## src/hdl/dasp_pkg.sv

```systemverilog
// Shared constants of the accumulator, round, store clipping and shifter datapath.
// Notes on behaviour
// - 40-bit adder; subtract feeds complement with carry.
// - Guard flag set when bits 39..32 differ.
// - Guard flag plus its enable raises trap.
// - Clip flags only set by hardware, cleared by software.
// - Unclipped mode: clip event plus enable raises trap.
// - Status bits OR both guard and both clip flags.
// - 40-bit clipping loads 9.31 limits, sets flag.
// - 32-bit clipping loads 1.31 limits, no guard flag.
// - Catastrophic mode wraps; bit-39 overflow sets flag.
// - Clip decision uses sum, overflow, control bits.
// - Multiply-accumulate ops may write back other accumulator.
// - Write-back to pointer, or memory then pointer+2.
// - Rounding mode bit; unrounded stores truncate.
// - Conventional rounding adds bit 15 to high word.
// - Convergent: exact half rounds up only if odd.
// - Store clipping forces 0x7FFF above 0x007FFF.
// - Store clipping forces 0x8000 below 0xFF8000.
// - Store clipping never changes the accumulator.
// - Store clipping off passes value unchanged.
// - Shifter: right up to 31, left up to 32.
// - Signed amount: positive right, negative left.
// - 40-bit shifter; X data placed by direction.
// - Adder selects one of two accumulators.
package dasp_pkg;
  localparam int ACC_W = 40;
  localparam int WORD_W = 16;
  localparam int EXT_W = 25;
  localparam int SHIFT_W = 6;
  localparam int SIGN_BIT = 39;
  localparam int GUARD_LSB = 32;
  localparam int FRAC_SIGN_BIT = 31;
  localparam int HI_LSB = 16;
  localparam int ROUND_BIT = 15;
  localparam int XR_LSB = 16;
  localparam int CTL_CLIP_A_BIT = 7;
  localparam int CTL_CLIP_B_BIT = 6;
  localparam int CTL_STORE_CLIP_BIT = 5;
  localparam int CTL_WIDTH_BIT = 4;
  localparam int CTL_ROUND_MODE_BIT = 1;
  localparam logic [39:0] MAX_40 = 40'h7F_FFFF_FFFF;
  localparam logic [39:0] MIN_40 = 40'h80_0000_0000;
  localparam logic [39:0] MAX_32 = 40'h00_7FFF_FFFF;
  localparam logic [39:0] MIN_32 = 40'hFF_8000_0000;
  localparam logic [15:0] LOW_TIE = 16'h8000;
  localparam logic [15:0] STORE_MAX = 16'h7FFF;
  localparam logic [15:0] STORE_MIN = 16'h8000;
  localparam logic [24:0] STORE_POS_LIMIT = 25'h000_7FFF;
  localparam logic [24:0] STORE_NEG_LIMIT = 25'h1FF_8000;
  localparam logic [15:0] PTR_STEP = 16'h0002;
  localparam logic [2:0] OP_ADD = 3'h0;
  localparam logic [2:0] OP_MULACC = 3'h1;
  localparam logic [2:0] OP_MUL_ONLY = 3'h2;
  localparam logic [2:0] OP_NEG_MUL = 3'h3;
  localparam logic [2:0] OP_DIST = 3'h4;
  localparam logic [2:0] OP_ACC_DIST = 3'h5;
  localparam logic [1:0] SRC_ACC_A = 2'h0;
  localparam logic [1:0] SRC_ACC_B = 2'h1;
  localparam logic [1:0] SRC_XBUS = 2'h2;
endpackage

```

## src/hdl/dasp_shifter.sv

```systemverilog
// Registered 40-bit bidirectional barrel shifter.
`timescale 1ns/1ps
`default_nettype none
module dasp_shifter
(
  input wire logic i_clk_sys,
  input wire logic i_rst,
  input wire logic i_valid,
  input wire logic [1:0] i_src_sel,
  input wire logic signed [dasp_pkg::SHIFT_W-1:0] i_amount,
  input wire logic i_arith,
  input wire logic [dasp_pkg::ACC_W-1:0] i_acc_a,
  input wire logic [dasp_pkg::ACC_W-1:0] i_acc_b,
  input wire logic [dasp_pkg::WORD_W-1:0] i_xbus_data,
  output logic o_valid,
  output logic [dasp_pkg::ACC_W-1:0] o_result,
  output logic [dasp_pkg::WORD_W-1:0] o_mcu_result
);
  localparam int AW = dasp_pkg::ACC_W;
  localparam int WW = dasp_pkg::WORD_W;
  typedef struct packed {
    logic valid;
    logic [AW-1:0] result;
    logic [WW-1:0] mcu;
  } dasp_shift_state_s;
  dasp_shift_state_s st;
  dasp_shift_state_s next_st;
  logic [AW-1:0] operand;
  logic [AW-1:0] shifted;
  logic [dasp_pkg::SHIFT_W-1:0] mag;
  logic right;

  always_comb
  begin
    next_st = st;
    right = !i_amount[dasp_pkg::SHIFT_W-1];
    mag = right ? i_amount : -i_amount;
    case (i_src_sel)
      dasp_pkg::SRC_ACC_A: operand = i_acc_a;
      dasp_pkg::SRC_ACC_B: operand = i_acc_b;
      default:
      begin
        if (right)
          operand = {{(AW-WW-dasp_pkg::XR_LSB){i_xbus_data[WW-1]}}, i_xbus_data,
                     {dasp_pkg::XR_LSB{1'b0}}};
        else
          operand = {{(AW-WW){i_xbus_data[WW-1]}}, i_xbus_data};
      end
    endcase
    if (!right)
      shifted = operand << mag;
    else if (i_arith)
      shifted = AW'($signed(operand) >>> mag);
    else
      shifted = operand >> mag;
    next_st.valid = i_valid;
    if (i_valid)
    begin
      next_st.result = shifted;
      next_st.mcu = right ? shifted[dasp_pkg::XR_LSB+WW-1:dasp_pkg::XR_LSB] : shifted[WW-1:0];
    end
  end

  always_ff @(posedge i_clk_sys)
  begin
    if (i_rst)
      st <= '0;
    else
      st <= next_st;
  end

  assign o_valid = st.valid;
  assign o_result = st.result;
  assign o_mcu_result = st.mcu;
endmodule
`default_nettype wire

```

## src/hdl/dasp_core.sv

```systemverilog
// Accumulator adder, clipping, flags, rounding, store clipping and write-back.
`timescale 1ns/1ps
`default_nettype none
module dasp_core
(
  input wire logic i_clk_sys,
  input wire logic i_rst,
  input wire logic [15:0] i_core_control_reg,
  input wire logic i_accum_a_guard_trap_enable,
  input wire logic i_accum_b_guard_trap_enable,
  input wire logic i_catastrophic_trap_enable,
  input wire logic i_op_valid,
  input wire logic i_op_target_b,
  input wire logic i_op_subtract,
  input wire logic i_op_zero_acc,
  input wire logic [dasp_pkg::ACC_W-1:0] i_op_operand,
  input wire logic [2:0] i_op_kind,
  input wire logic i_op_writeback,
  input wire logic i_op_wb_indirect,
  input wire logic i_store_valid,
  input wire logic i_store_acc_b,
  input wire logic i_store_round,
  input wire logic [15:0] i_store_addr,
  input wire logic i_clip_clear_a,
  input wire logic i_clip_clear_b,
  input wire logic i_ptr_load,
  input wire logic [15:0] i_ptr_data,
  input wire logic i_shift_valid,
  input wire logic [1:0] i_shift_src,
  input wire logic signed [dasp_pkg::SHIFT_W-1:0] i_shift_amount,
  input wire logic i_shift_arith,
  input wire logic [dasp_pkg::WORD_W-1:0] i_xbus_rd_data,
  output logic [dasp_pkg::ACC_W-1:0] o_acc_a,
  output logic [dasp_pkg::ACC_W-1:0] o_acc_b,
  output logic o_accum_a_guard_ovf_flag,
  output logic o_accum_b_guard_ovf_flag,
  output logic o_accum_a_clip_flag,
  output logic o_accum_b_clip_flag,
  output logic o_either_guard_ovf_flag,
  output logic o_either_clip_flag,
  output logic o_arith_trap_req,
  output logic [15:0] o_writeback_pointer_reg,
  output logic o_xbus_wr_valid,
  output logic [15:0] o_xbus_wr_addr,
  output logic [dasp_pkg::WORD_W-1:0] o_xbus_wr_data,
  output logic o_shift_valid,
  output logic [dasp_pkg::ACC_W-1:0] o_shift_result,
  output logic [dasp_pkg::WORD_W-1:0] o_shift_mcu_result
);
  localparam int AW = dasp_pkg::ACC_W;
  localparam int WW = dasp_pkg::WORD_W;
  localparam int XW = dasp_pkg::EXT_W;
  localparam int MSB = dasp_pkg::SIGN_BIT;
  localparam int GL = dasp_pkg::GUARD_LSB;
  localparam int FS = dasp_pkg::FRAC_SIGN_BIT;
  localparam int HL = dasp_pkg::HI_LSB;
  localparam int RB = dasp_pkg::ROUND_BIT;

  typedef struct packed {
    logic [AW-1:0] acc_a;
    logic [AW-1:0] acc_b;
    logic ovf_a;
    logic ovf_b;
    logic clip_a;
    logic clip_b;
    logic any_ovf;
    logic any_clip;
    logic trap;
    logic [15:0] wb_ptr;
    logic wr_valid;
    logic [15:0] wr_addr;
    logic [WW-1:0] wr_data;
  } dasp_core_state_s;

  dasp_core_state_s st;
  dasp_core_state_s next_st;

  logic [AW-1:0] acc_src;
  logic [AW-1:0] lhs;
  logic [AW-1:0] rhs;
  logic [AW:0] sum;
  logic [AW-1:0] res;
  logic [AW-1:0] clip_val;
  logic sum_neg;
  logic ovf39;
  logic ovf31;
  logic guard_mis;
  logic clip_en;
  logic mode32;
  logic clip_hit;
  logic new_guard;
  logic cat_event;
  logic conv;
  logic store_en;
  logic wb_ok;
  logic [AW-1:0] wb_acc;
  logic [XW-1:0] wb_ext;
  logic [WW-1:0] wb_data;
  logic [AW-1:0] store_acc;
  logic [XW-1:0] store_ext;
  logic [WW-1:0] store_raw;
  logic [WW-1:0] store_data;
  logic [WW-1:0] store_hi;

  // Rounded or truncated high word, kept sign-extended for the clipping test.
  function automatic logic [XW-1:0] round_ext(logic [AW-1:0] a, logic do_round, logic cv);
    logic tie;
    logic inc;
    tie = (a[HL-1:0] == dasp_pkg::LOW_TIE);
    inc = do_round && a[RB] && !(cv && tie && !a[HL]);
    return {a[MSB], a[MSB:HL]} + XW'(inc);
  endfunction

  // Clipping of the word that goes to data memory; the accumulator is untouched.
  function automatic logic [WW-1:0] store_clip(logic [XW-1:0] v, logic neg, logic en);
    logic [WW-1:0] r;
    r = v[WW-1:0];
    if (en && !neg && ($signed(v) > $signed(dasp_pkg::STORE_POS_LIMIT)))
      r = dasp_pkg::STORE_MAX;
    if (en && neg && ($signed(v) < $signed(dasp_pkg::STORE_NEG_LIMIT)))
      r = dasp_pkg::STORE_MIN;
    return r;
  endfunction

  always_comb
  begin
    next_st = st;
    acc_src = i_op_target_b ? st.acc_b : st.acc_a;
    lhs = i_op_zero_acc ? '0 : acc_src;
    rhs = i_op_subtract ? ~i_op_operand : i_op_operand;
    // Subtraction adds the complement with the carry held high (no borrow).
    sum = {lhs[MSB], lhs} + {rhs[MSB], rhs} + (AW+1)'(i_op_subtract);
    res = sum[AW-1:0];
    sum_neg = sum[AW];
    ovf39 = sum[AW] ^ sum[MSB];
    guard_mis = (|res[MSB:GL]) && !(&res[MSB:GL]);
    ovf31 = ovf39 || ((|res[MSB:FS]) && !(&res[MSB:FS]));
    clip_en = i_op_target_b ? i_core_control_reg[dasp_pkg::CTL_CLIP_B_BIT]
                            : i_core_control_reg[dasp_pkg::CTL_CLIP_A_BIT];
    mode32 = clip_en && !i_core_control_reg[dasp_pkg::CTL_WIDTH_BIT];
    clip_hit = mode32 ? ovf31 : ovf39;
    if (clip_en && clip_hit && mode32)
      clip_val = sum_neg ? dasp_pkg::MIN_32 : dasp_pkg::MAX_32;
    else if (clip_en && clip_hit)
      clip_val = sum_neg ? dasp_pkg::MIN_40 : dasp_pkg::MAX_40;
    else
      clip_val = res;
    new_guard = guard_mis && !mode32;
    cat_event = i_op_valid && !clip_en && ovf39;

    if (i_op_valid && i_op_target_b)
    begin
      next_st.acc_b = clip_val;
      next_st.ovf_b = new_guard;
    end
    else if (i_op_valid)
    begin
      next_st.acc_a = clip_val;
      next_st.ovf_a = new_guard;
    end
    // A new clip event wins over a software clear in the same cycle.
    next_st.clip_a = (st.clip_a && !i_clip_clear_a)
                     || (i_op_valid && !i_op_target_b && clip_hit);
    next_st.clip_b = (st.clip_b && !i_clip_clear_b)
                     || (i_op_valid && i_op_target_b && clip_hit);
    next_st.any_ovf = next_st.ovf_a || next_st.ovf_b;
    next_st.any_clip = next_st.clip_a || next_st.clip_b;
    next_st.trap = (next_st.ovf_a && i_accum_a_guard_trap_enable)
                   || (next_st.ovf_b && i_accum_b_guard_trap_enable)
                   || (cat_event && i_catastrophic_trap_enable);

    conv = i_core_control_reg[dasp_pkg::CTL_ROUND_MODE_BIT];
    store_en = i_core_control_reg[dasp_pkg::CTL_STORE_CLIP_BIT];
    wb_ok = i_op_valid && i_op_writeback && (i_op_kind == dasp_pkg::OP_MULACC);
    wb_acc = i_op_target_b ? st.acc_a : st.acc_b;
    wb_ext = round_ext(wb_acc, 1'b1, conv);
    wb_data = store_clip(wb_ext, wb_acc[MSB], store_en);
    store_acc = i_store_acc_b ? st.acc_b : st.acc_a;
    store_hi = store_acc[HL+WW-1:HL];
    store_ext = round_ext(store_acc, i_store_round, conv);
    store_raw = store_ext[WW-1:0];
    store_data = store_clip(store_ext, store_acc[MSB], store_en);

    next_st.wr_valid = 1'b0;
    if (wb_ok && !i_op_wb_indirect)
      next_st.wb_ptr = wb_data;
    else if (wb_ok && !i_store_valid)
    begin
      next_st.wr_valid = 1'b1;
      next_st.wr_addr = st.wb_ptr;
      next_st.wr_data = wb_data;
      next_st.wb_ptr = st.wb_ptr + dasp_pkg::PTR_STEP;
    end
    else if (i_ptr_load)
      next_st.wb_ptr = i_ptr_data;
    if (i_store_valid)
    begin
      next_st.wr_valid = 1'b1;
      next_st.wr_addr = i_store_addr;
      next_st.wr_data = store_data;
    end
  end

  always_ff @(posedge i_clk_sys)
  begin
    if (i_rst)
      st <= '0;
    else
      st <= next_st;
  end

  dasp_shifter u_shifter
  (
    .i_clk_sys(i_clk_sys),
    .i_rst(i_rst),
    .i_valid(i_shift_valid),
    .i_src_sel(i_shift_src),
    .i_amount(i_shift_amount),
    .i_arith(i_shift_arith),
    .i_acc_a(st.acc_a),
    .i_acc_b(st.acc_b),
    .i_xbus_data(i_xbus_rd_data),
    .o_valid(o_shift_valid),
    .o_result(o_shift_result),
    .o_mcu_result(o_shift_mcu_result)
  );

  assign o_acc_a = st.acc_a;
  assign o_acc_b = st.acc_b;
  assign o_accum_a_guard_ovf_flag = st.ovf_a;
  assign o_accum_b_guard_ovf_flag = st.ovf_b;
  assign o_accum_a_clip_flag = st.clip_a;
  assign o_accum_b_clip_flag = st.clip_b;
  assign o_either_guard_ovf_flag = st.any_ovf;
  assign o_either_clip_flag = st.any_clip;
  assign o_arith_trap_req = st.trap;
  assign o_writeback_pointer_reg = st.wb_ptr;
  assign o_xbus_wr_valid = st.wr_valid;
  assign o_xbus_wr_addr = st.wr_addr;
  assign o_xbus_wr_data = st.wr_data;
endmodule
`default_nettype wire

```

## config.mk

```make
export PLATFORM = sky130hd
export DESIGN_NAME = dasp_core
export DESIGN_NICKNAME = d
export VERILOG_FILES = /design/src/hdl/dasp_pkg.sv /design/src/hdl/dasp_shifter.sv /design/src/hdl/dasp_core.sv
export SDC_FILE = /design/constraint.sdc
export NUM_CORES = 1
export LEC_CHECK = 0
export ABC_AREA = 1
export BUFFER_PORTS_ARGS = -buffer_cell sky130_fd_sc_hd__clkbuf_2
export CORE_ASPECT_RATIO = 1.1
export CORE_MARGIN = 4
export CORE_UTILIZATION = 40
export CTS_CLUSTER_SIZE = 30
export DETAILED_ROUTE_END_ITERATION = 16
export PLACE_DENSITY = 0.67
export REMOVE_ABC_BUFFERS = 1
export SYNTH_ARGS = -nofsm -noshare
export SYNTH_HDL_FRONTEND = slang
export SYNTH_HIERARCHICAL = 1
export SYNTH_SLANG_ARGS = --single-unit
```

## constraint.sdc

```tcl
create_clock -name i_clk_sys -period 4.3 [get_ports i_clk_sys]
set_input_delay 0.645 -clock i_clk_sys [delete_from_list [all_inputs] [get_ports i_clk_sys]]
set_output_delay 0.645 -clock i_clk_sys [all_outputs]
set_load 0.01 [all_outputs]
```

# Yosys cells after proc, flatten, opt, wreduce, memory -nomap -nowiden
# Index checks and enable logic that the tools add are counted.
# totals
mem_bits_ro	0
latch_bits	0
inputBits	134
ff_bits	193
n_memories	0
mem_bits_rw	0
# op_classes
n_lt_le_gt_ge	4
n_bitwise	3
n_eq_ne	5
shift	3
reduce_logical	68
multipliers	0
muxes	30
div	0
addsub	6
# ops
op	count
40-bit two-way mux	11
16-bit two-way mux	8
33-bit two-way mux	3
40-bit case mux with 2 select lines	1
24-bit by 2-bit adder with 25-bit output	2
25-bit by 16-bit > comparator with 1-bit output (second input constant)	2
25-bit by 16-bit < comparator with 1-bit output (second input constant)	2
40-bit by 40-bit adder with 41-bit output	1
41-bit by 1-bit adder with 41-bit output	1
40-bit inverter	1
40-bit by 6-bit << shifter with 40-bit output	1
40-bit by 6-bit right shift with 40-bit output	1
40-bit by 6-bit >>> shifter with 40-bit output	1
1-bit logical AND	36
16-bit == test (second input constant)	2
31-bit two-way mux	1
16-bit by 2-bit adder with 16-bit output (second input constant)	1
1-bit logical NOT	16
9-bit AND reduction	1
9-bit OR reduction	1
8-bit AND reduction	1
8-bit OR reduction	1
1-bit logical OR	7
6-bit two-way mux	1
other kinds (11)	16

# Depth between registers and ports, before layout
# Gate-level depths: netlist of the first run.
# depth
depth_word	14
depth_mapped	32

# Modules after synthesis
# Netlist of the first run, hierarchy kept.
# modules_own_cells
module	area_per_inst_um2	cells_each	instances
dasp_core	12594.6	2178	1
dasp_shifter	7883.8	1564	1

# Worst setup path after synthesis of the first run
# Ideal clock, no wire load.
# synth_path
path_type	in2reg
from	input port i_op_target_b
to	register st, in the netlist o_acc_a[3]
setup_ns	0.115
slack_ns	0.095
cell_stages	30
t_arrival_ns	4.090
path_buffers	6
cell_sequence	buf_4 -> buf_6 -> clkbuf_1 -> clkbuf_1 -> clkbuf_1 -> a21oi_1 -> ha_1 -> nand2_1 -> nand2_1 -> nor2_1 -> inv_2 -> nand2_1 -> nand2_1 -> nand2_1 -> nand2_1 -> nand2_1 -> nand2_1 -> nand2_1 -> nand2_1 -> nor2_1 -> nand2_1 -> nor2_1 -> nand3_1 -> nand3_1 -> nand2_2 -> nand3_2 -> buf_2 -> nand2_1 -> o21ai_0 -> inv_1
# synth_between
elab_chain_len	12
elab_cells_between_ends	22
# synth_lines
item	line_no	rtl
start: declaration	dasp_core.sv:13	input wire logic i_op_target_b,
40-bit two-way mux	dasp_core.sv:128	acc_src = i_op_target_b ? st.acc_b : st.acc_a;
40-bit two-way mux	dasp_core.sv:129	lhs = i_op_zero_acc ? '0 : acc_src;
40-bit by 40-bit adder with 41-bit output	dasp_core.sv:132	sum = {lhs[MSB], lhs} + {rhs[MSB], rhs} + (AW+1)'(i_op_subtract);
41-bit by 1-bit adder with 41-bit output	dasp_core.sv:132	
9-bit AND reduction	dasp_core.sv:137	ovf31 = ovf39 || ((|res[MSB:FS]) && !(&res[MSB:FS]));
1-bit logical NOT	dasp_core.sv:137	
1-bit logical AND	dasp_core.sv:137	
1-bit logical OR	dasp_core.sv:137	
1-bit two-way mux	dasp_core.sv:141	clip_hit = mode32 ? ovf31 : ovf39;
1-bit logical AND	dasp_core.sv:142, dasp_core.sv:144	
40-bit two-way mux / 1-bit logical AND (equally long branches)	dasp_core.sv:144, dasp_core.sv:142	
40-bit two-way mux	dasp_core.sv:142	if (clip_en && clip_hit && mode32)
end signal: assignment	dasp_core.sv:209	st <= next_st;
end: declaration	dasp_core.sv:75	dasp_core_state_s st;
# Several ways; a longest one is shown, not always the timed one.
# A chain may end at the register's enable or synchronous reset.

# Worst setup path after layout of the first run
# layout_path
from	register st, in the netlist o_acc_b[0]
to	register st, in the netlist o_acc_a[34]
# layout_between
elab_chain_len	12
elab_cells_between_ends	17
# layout_lines
item	line_no
40-bit two-way mux *	dasp_core.sv:128
40-bit two-way mux *	dasp_core.sv:129
40-bit by 40-bit adder with 41-bit output *	dasp_core.sv:132
41-bit by 1-bit adder with 41-bit output *	dasp_core.sv:132
9-bit AND reduction	dasp_core.sv:137
1-bit logical NOT	dasp_core.sv:137
1-bit logical AND	dasp_core.sv:137
1-bit logical OR	dasp_core.sv:137
1-bit two-way mux	dasp_core.sv:141
1-bit logical AND	dasp_core.sv:142, dasp_core.sv:144
40-bit two-way mux / 1-bit logical AND (equally long branches)	dasp_core.sv:144, dasp_core.sv:142
40-bit two-way mux *	dasp_core.sv:142
# Mark *: on every way between the ends. The rest lies on a longest branch, timed or not.

==> results.cfg, run 1 <==
[pwr]
static-leakage-power_uw = 0.0124
irDropWorstVdd_mv = 0.322
p_seq_share_pct = 29.9
power.clock.fraction_pct = 22.1
switching_share_pct = 46.2
power.density_cell_area_mw_per_mm2 = 304
intPower_uw = 3820
total_switching_power_uw = 3290
comb_pwr_share_pct = 48.1

[clock_network]
cts_tree = built
cts.htree.levels = 4
ctsRootBufferMaster = sky130_fd_sc_hd__clkbuf_16
numCtsBuffers = 17
cts_hold_repair.buffers = 0
ctsLongestPathBuffers = 2
post-cts-setup-buffer-count = 0
worst_skew_pair.late_latency_ns = 0.48
numClockSinks = 193
worst_setup_hold_path_clk_slew_ns = 0.08
ctsResizeCount = 0

[min_path]
hold-path-endpoint = o_xbus_wr_addr[6]
holdCritPathClass = in -> reg
hold_start = i_store_addr[6]
hold-path-cell-count = 3

[routing]
remaining_drc_errors = 0
route.detailed.wl_per_inst_um = 18.1
routed_wirelength_um = 84200
detailroute.via_count = 25221
average_via_count_per_standard_cell = 5.43
detailedRoute.firstIterationViolations = 2480
final_antenna_net_count = 0
first_pass_iters = 8

[final_layout]
number_of_antenna_cells_inserted = 0
finish.instance_area_mm2 = 0.0234
final_nets = 4150
fillers = 5621
post_route_cells_drive_above_1_share_pct = 13.5
area.growth.synth_to_final_pct = 14.1

[synthesis]
synth-warning-count = 6
yosys.cell_count.top_type = sky130_fd_sc_hd__nand2_1
synth.cells.most_frequent = 1211 x sky130_fd_sc_hd__nand2_1, 558 x sky130_fd_sc_hd__nand3_1, 391 x sky130_fd_sc_hd__inv_1
yosysTopAreaCellShare_pct = 22.2
synth.cell_area_mm2 = 0.0205
synth-edff-count = 0
number_of_instances_in_the_synthesized_netlist = 3742
main_area_contributors_after_synthesis = sky130_fd_sc_hd__nand2_1 22%, sky130_fd_sc_hd__dfxtp_1 19%, sky130_fd_sc_hd__nand3_1 14%, sky130_fd_sc_hd__inv_1 7.2%, sky130_fd_sc_hd__a21oi_1 6.2%
yosysTopAreaCell = sky130_fd_sc_hd__nand2_1
postSynth.topFlopCell = sky130_fd_sc_hd__dfxtp_1
synth-seq-cells = 193
synth.yosys.seq_area_share_pct = 18.9
post_synth.cell_area_avg_um2 = 5.47
postSynth.asyncResetShare_pct = 0
post_synth_num_cell_types = 54

[global_route]
global_route.overflow_total = 0
grt_start_max_net_pins = 90
via_count_of_the_first_global_routing_pass = 22744
grt_antenna_before_repair = 1
global_route.usage.total_pct = 29.3
global_route_wire_length_before_repair_um = 129000

[floorplanning]
initial_standard_cell_utilization_of_the_core_pct = 40.7
chipHeight_um = 245
die_area_mm2 = 0.0549
io_pins = 327
dieWidth_um = 224
coreArea_mm2 = 0.0504
rows = 86

[timing]
fmaxAchievable_ghz = 0.259
fin_setup_tns_ns = 0
unrepaired_setup_endpoints_after_global_routing = false
period_minus_slack_ns = 3.86
fin_skew_ns = 0.0117
timing_max_transition_violations_final = 0
timing_worst_slew_pin_value_ns = 1.21
setup_viol = 0
timing.max_slew.rel_slack_pct = 19.3
final_min_period_over_clock_period_pct = 89.8
finalHoldViolCount = 0

[setup_path]
end_of_the_worst_register_to_register_path = o_acc_a[34]
worstPathArrival_ns = 4.22
worstSetupEndpointType = flop
crit_type = reg -> reg
worst_r2r_startpoint = o_acc_b[0]
critPathLaunchType = flop
required_ns = 4.65
r2r_setup_slack_ns = 0.44
r2r_cells = 25
crit_fanout = 5

[placed_design]
gp_congestion = 1.06
dp_hpwl_um = 68000
postPlaceCellArea_mm2 = 0.0228
io_buffers = 315

[job]
number_of_maximum_capacitance_constraint_violations = 0

[run_status]
outcome = finished, final reports clean
[cell usage in the layout, fill, tap and decap left out, drive strengths merged, types with 2 or more instances in the layout]
cell type	n
a21oi	252
a22oi	5
a31oi	27
and2	5
buf	103
clkbuf	331
clkinv	10
clkinvlp	2
dfxtp	193
ha	43
inv	422
nand2	1224
nand3	563
nand3b	5
nand4	42
nor2	237
nor3	28
nor3b	2
nor4	14
o211ai	25
o21a	2
o21ai	306
o21bai	10
or2	9
xnor2	25
xor2	90
[worst max-delay path by stage]
| stage | start | to | slack (ns) | cells after the start |
|---|---|---|---|---|
| 6_report | o_acc_b[0] | o_acc_a[34] | 0.44 | 25 |
| 5_1_grt | o_acc_a[0] | o_acc_a[34] | 0.05 | 27 |
| 4_1_cts | i_op_zero_acc | o_acc_a[38] | 0.42 | 24 |
| 3_5_place_dp | i_op_zero_acc | o_acc_a[34] | -0.09 | 22 |
| 3_3_place_gp | i_op_target_b | o_acc_a[34] | -0.06 | 21 |
| 2_1_floorplan | i_shift_amount[0] | u_shifter/o_result[30] | -1.99 | 12 |
[layer usage]
| metal | vias up | share of wire, % | global-route usage, % |
|---|---|---|---|
| met4 | 2 | 4.7 | 13.2 |
| met3 | 181 | 7.2 | 3.69 |
| met5 | - | 0.024 | 0 |
| met2 | 1071 | 47 | 48.9 |
| met1 | 11347 | 41 | 38.0 |
| li1 | 12620 | - | - |
[cell families after synthesis]
kind of cell    count (synthesis)  share of synthesized area (%)
buf+inv                       625                           12.4
simple gates                 2131                           44.5
xor+xnor                      115                           5.05
compound gates                634                           16.5
fa+ha+maj                      44                           2.73
flops                         193                           18.9
[layout make-up]
cell class | count | area, µm² | share of cell area [%]
Tap cell | 660 | 826 | 3.54
Timing Repair Buffer | 416 | 2430 | 10.4
Clock buffer | 18 | 439 | 1.88
Clock inverter | 14 | 125 | 0.536
Sequential cell | 193 | 3860 | 16.5
Inverter | 420 | 1580 | 6.75
Multi-Input combinational cell | 2924 | 14100 | 60.4
[critical path, cell delays in order, from the launching register on]
cell                       delay (ns)
sky130_fd_sc_hd__dfxtp_1         0.40
sky130_fd_sc_hd__inv_1           0.10
sky130_fd_sc_hd__nand2_1         0.07
sky130_fd_sc_hd__nand3_1         0.14
sky130_fd_sc_hd__a21oi_1         0.26
sky130_fd_sc_hd__inv_1           0.11
sky130_fd_sc_hd__fa_1            0.43
sky130_fd_sc_hd__nor2_2          0.16
sky130_fd_sc_hd__nand3_1         0.15
sky130_fd_sc_hd__nor2_1          0.28
sky130_fd_sc_hd__nand2_1         0.11
sky130_fd_sc_hd__nand2_1         0.08
sky130_fd_sc_hd__nor2_1          0.05
sky130_fd_sc_hd__nand3b_1        0.08
sky130_fd_sc_hd__nand2_1         0.10
sky130_fd_sc_hd__nor2_1          0.12
sky130_fd_sc_hd__nand2_1         0.06
sky130_fd_sc_hd__nor2_1          0.12
sky130_fd_sc_hd__nand3_1         0.08
sky130_fd_sc_hd__nand3_1         0.10
sky130_fd_sc_hd__nand2_2         0.09
sky130_fd_sc_hd__buf_4           0.16
sky130_fd_sc_hd__o211ai_1        0.20
sky130_fd_sc_hd__nand2_1         0.09
sky130_fd_sc_hd__nand2_1         0.11
sky130_fd_sc_hd__a21oi_1         0.08
[metrics by stage]
| stage | instances | util [%] | worst slack (ns) | hold slack (ns) | total power [µW] |
|---|---|---|---|---|---|
| 2_1_floorplan | 3537 | - | -1.99 | 0.484 | 4210 |
| 3_3_place_gp | 4613 | 45.3 | -0.0613 | 0.455 | 5500 |
| 3_5_place_dp | 4613 | 45.3 | -0.0868 | 0.462 | 5510 |
| 4_1_cts | 4645 | 46.4 | 0.418 | 0.386 | 7080 |
| 5_1_grt | 4645 | 46.4 | 0.0494 | 0.405 | 7590 |
| 6_report | 4645 | 46.4 | 0.437 | 0.414 | 7110 |
[power groups by stage]
stage / combinational [µW] / sequential (µW) / clock [µW]
2_1_floorplan: 2040 / 2170 / 0
3_3_place_gp: 3340 / 2160 / 0
3_5_place_dp: 3350 / 2160 / 0
4_1_cts: 3360 / 2120 / 1600
5_1_grt: 3780 / 2140 / 1670
6_report: 3410 / 2120 / 1570
(Power assumes the default switching activity.)
==> inputs of run 2 (changes only) <==
RECOVER_POWER = 25   (was default)
==> results.cfg, run 2 (synthesized netlist as in run 1, its figures left out) <==
[placed_design]
gp_congestion = 1.06
postPlaceCellArea_mm2 = 0.0228
io_buffers = 315
detailedPlace.worstSlack_ns = -0.0868
dp_hpwl_um = 68000

[floorplanning]
chipHeight_um = 245
coreArea_mm2 = 0.0504
io_pins = 327
dieWidth_um = 224
initial_standard_cell_utilization_of_the_core_pct = 40.7
die_area_mm2 = 0.0549
rows = 86

[setup_path]
required_ns = 4.66
critPathLaunchType = flop
worst_r2r_startpoint = o_acc_b[0]
end_of_the_worst_register_to_register_path = o_acc_a[34]
crit_type = reg -> reg
crit_fanout = 5
worstPathArrival_ns = 4.25
worstSetupEndpointType = flop
r2r_cells = 25
r2r_setup_slack_ns = 0.40

[timing]
final_min_period_over_clock_period_pct = 90.6
timing_max_transition_violations_final = 0
period_minus_slack_ns = 3.90
timing.max_slew.rel_slack_pct = 9.87
timing_worst_slew_pin_value_ns = 1.35
fin_setup_tns_ns = 0
fin_skew_ns = 0.0130
min_hold_slack_ns = 0.410
finalHoldViolCount = 0
unrepaired_setup_endpoints_after_global_routing = false
fmaxAchievable_ghz = 0.257
setup_viol = 0
setup_ws_ns = 0.404

[clock_network]
cts_hold_repair.buffers = 0
numClockSinks = 193
numCtsBuffers = 17
ctsRootBufferMaster = sky130_fd_sc_hd__clkbuf_16
worst_skew_pair.late_latency_ns = 0.48
cts.htree.levels = 4
cts_tree = built
ctsLongestPathBuffers = 2
worst_setup_hold_path_clk_slew_ns = 0.08

[routing]
route.detailed.wl_per_inst_um = 18.2
routed_wirelength_um = 84400
final_antenna_net_count = 0
first_pass_iters = 6
detailedRoute.firstIterationViolations = 2610
detailroute.via_count = 25221
remaining_drc_errors = 0
average_via_count_per_standard_cell = 5.43

[min_path]
hold-path-cell-count = 3
hold-path-endpoint = o_xbus_wr_addr[6]
holdCritPathClass = in -> reg
hold_start = i_store_addr[6]

[pwr]
comb_pwr_share_pct = 47.9
total_switching_power_uw = 3290
power.density_cell_area_mw_per_mm2 = 305
intPower_uw = 3800
power.clock.fraction_pct = 22.2
irDropWorstVdd_mv = 0.323
p_seq_share_pct = 29.9
static-leakage-power_uw = 0.0121
switching_share_pct = 46.4

[final_layout]
final_nets = 4150
fillers = 5677
finish.instance_area_mm2 = 0.0232
number_of_antenna_cells_inserted = 0
area.growth.synth_to_final_pct = 13.5
most_used_cells_in_the_layout_excluding_fill_and_tap_cells = 1210 x sky130_fd_sc_hd__nand2_1, 558 x sky130_fd_sc_hd__nand3_1, 391 x sky130_fd_sc_hd__inv_1
post_route_cells_drive_above_1_share_pct = 11.1
layout_commonest_cell = sky130_fd_sc_hd__nand2_1

[global_route]
grt_start_max_net_pins = 90
global_route_wire_length_before_repair_um = 129000
via_count_of_the_first_global_routing_pass = 22744
grt_antenna_before_repair = 1
global_route.usage.total_pct = 29.3
global_route.overflow_total = 0

[job]
number_of_maximum_capacitance_constraint_violations = 0

[run_status]
outcome = finished, final reports clean
run 2: cell counts in the layout (fill, tap and decap cells not counted):
Identical to the previous run, type by type.
run 2: routing by layer:
metal / track usage [%] / vias up / routed length (µm)
met3: 3.69 / 184 / 5610
met4: 13.2 / 2 / 3970
met1: 38.0 / 11370 / 35300
met5: 0 / - / 20
li1: - / 12625 / -
met2: 48.9 / 1040 / 39500
run 2: worst max path at each step:
| stage | start | endpoint | slack, ns |
|---|---|---|---|
| 4_1_cts | i_op_zero_acc | o_acc_a[38] | 0.42 |
| 3_3_place_gp | i_op_target_b | o_acc_a[34] | -0.06 |
| 6_report | o_acc_b[0] | o_acc_a[34] | 0.40 |
| 3_5_place_dp | i_op_zero_acc | o_acc_a[34] | -0.09 |
| 2_1_floorplan | i_shift_amount[0] | u_shifter/o_result[30] | -1.99 |
| 5_1_grt | o_acc_a[0] | o_acc_a[34] | 0.05 |
run 2: per-stage QoR:
step	power, µW	utilization (%)	std cells
3_5_place_dp	5510	45.3	4613
6_report	7090	46.1	4645
4_1_cts	7080	46.4	4645
3_3_place_gp	5500	45.3	4613
5_1_grt	7580	46.1	4645
2_1_floorplan	4210	-	3537
run 2: power groups by stage:
stage / sequential (µW) / combinational, µW / clock, µW
3_3_place_gp: 2160 / 3340 / 0
3_5_place_dp: 2160 / 3350 / 0
4_1_cts: 2120 / 3360 / 1600
6_report: 2120 / 3400 / 1570
5_1_grt: 2140 / 3770 / 1670
2_1_floorplan: 2170 / 2040 / 0
run 2: area by class of cell:
| class | instances | area (µm²) | share of cell area (%) |
|---|---|---|---|
| Sequential cell | 193 | 3860 | 16.6 |
| Clock buffer | 18 | 439 | 1.89 |
| Timing Repair Buffer | 416 | 2310 | 9.93 |
| Multi-Input combinational cell | 2924 | 14100 | 60.7 |
| Clock inverter | 14 | 125 | 0.538 |
| Inverter | 420 | 1580 | 6.78 |
| Tap cell | 660 | 826 | 3.55 |
run 2: critical path, cell delays in order (launching register included):
cell and delay, ns:
sky130_fd_sc_hd__dfxtp_1 0.40, sky130_fd_sc_hd__inv_1 0.09, sky130_fd_sc_hd__nand2_1 0.07, sky130_fd_sc_hd__nand3_1 0.15, sky130_fd_sc_hd__a21oi_1 0.26, sky130_fd_sc_hd__inv_1 0.12, sky130_fd_sc_hd__fa_1 0.43, sky130_fd_sc_hd__nor2_2 0.16
sky130_fd_sc_hd__nand3_1 0.15, sky130_fd_sc_hd__nor2_1 0.30, sky130_fd_sc_hd__nand2_1 0.12, sky130_fd_sc_hd__nand2_1 0.08, sky130_fd_sc_hd__nor2_1 0.05, sky130_fd_sc_hd__nand3b_1 0.08, sky130_fd_sc_hd__nand2_1 0.10, sky130_fd_sc_hd__nor2_1 0.12
sky130_fd_sc_hd__nand2_1 0.06, sky130_fd_sc_hd__nor2_1 0.12, sky130_fd_sc_hd__nand3_1 0.08, sky130_fd_sc_hd__nand3_1 0.10, sky130_fd_sc_hd__nand2_2 0.09, sky130_fd_sc_hd__buf_4 0.16, sky130_fd_sc_hd__o211ai_1 0.20, sky130_fd_sc_hd__nand2_1 0.09
sky130_fd_sc_hd__nand2_1 0.11, sky130_fd_sc_hd__a21oi_1 0.07
run 2: timing repair:
action | 4_1_cts | 5_1_grt
resized for setup | 0 | 1
setup buffers | 0 | 0
endpoints found under the hold margin | 0 | 0
setup endpoints to repair | 0 | 9
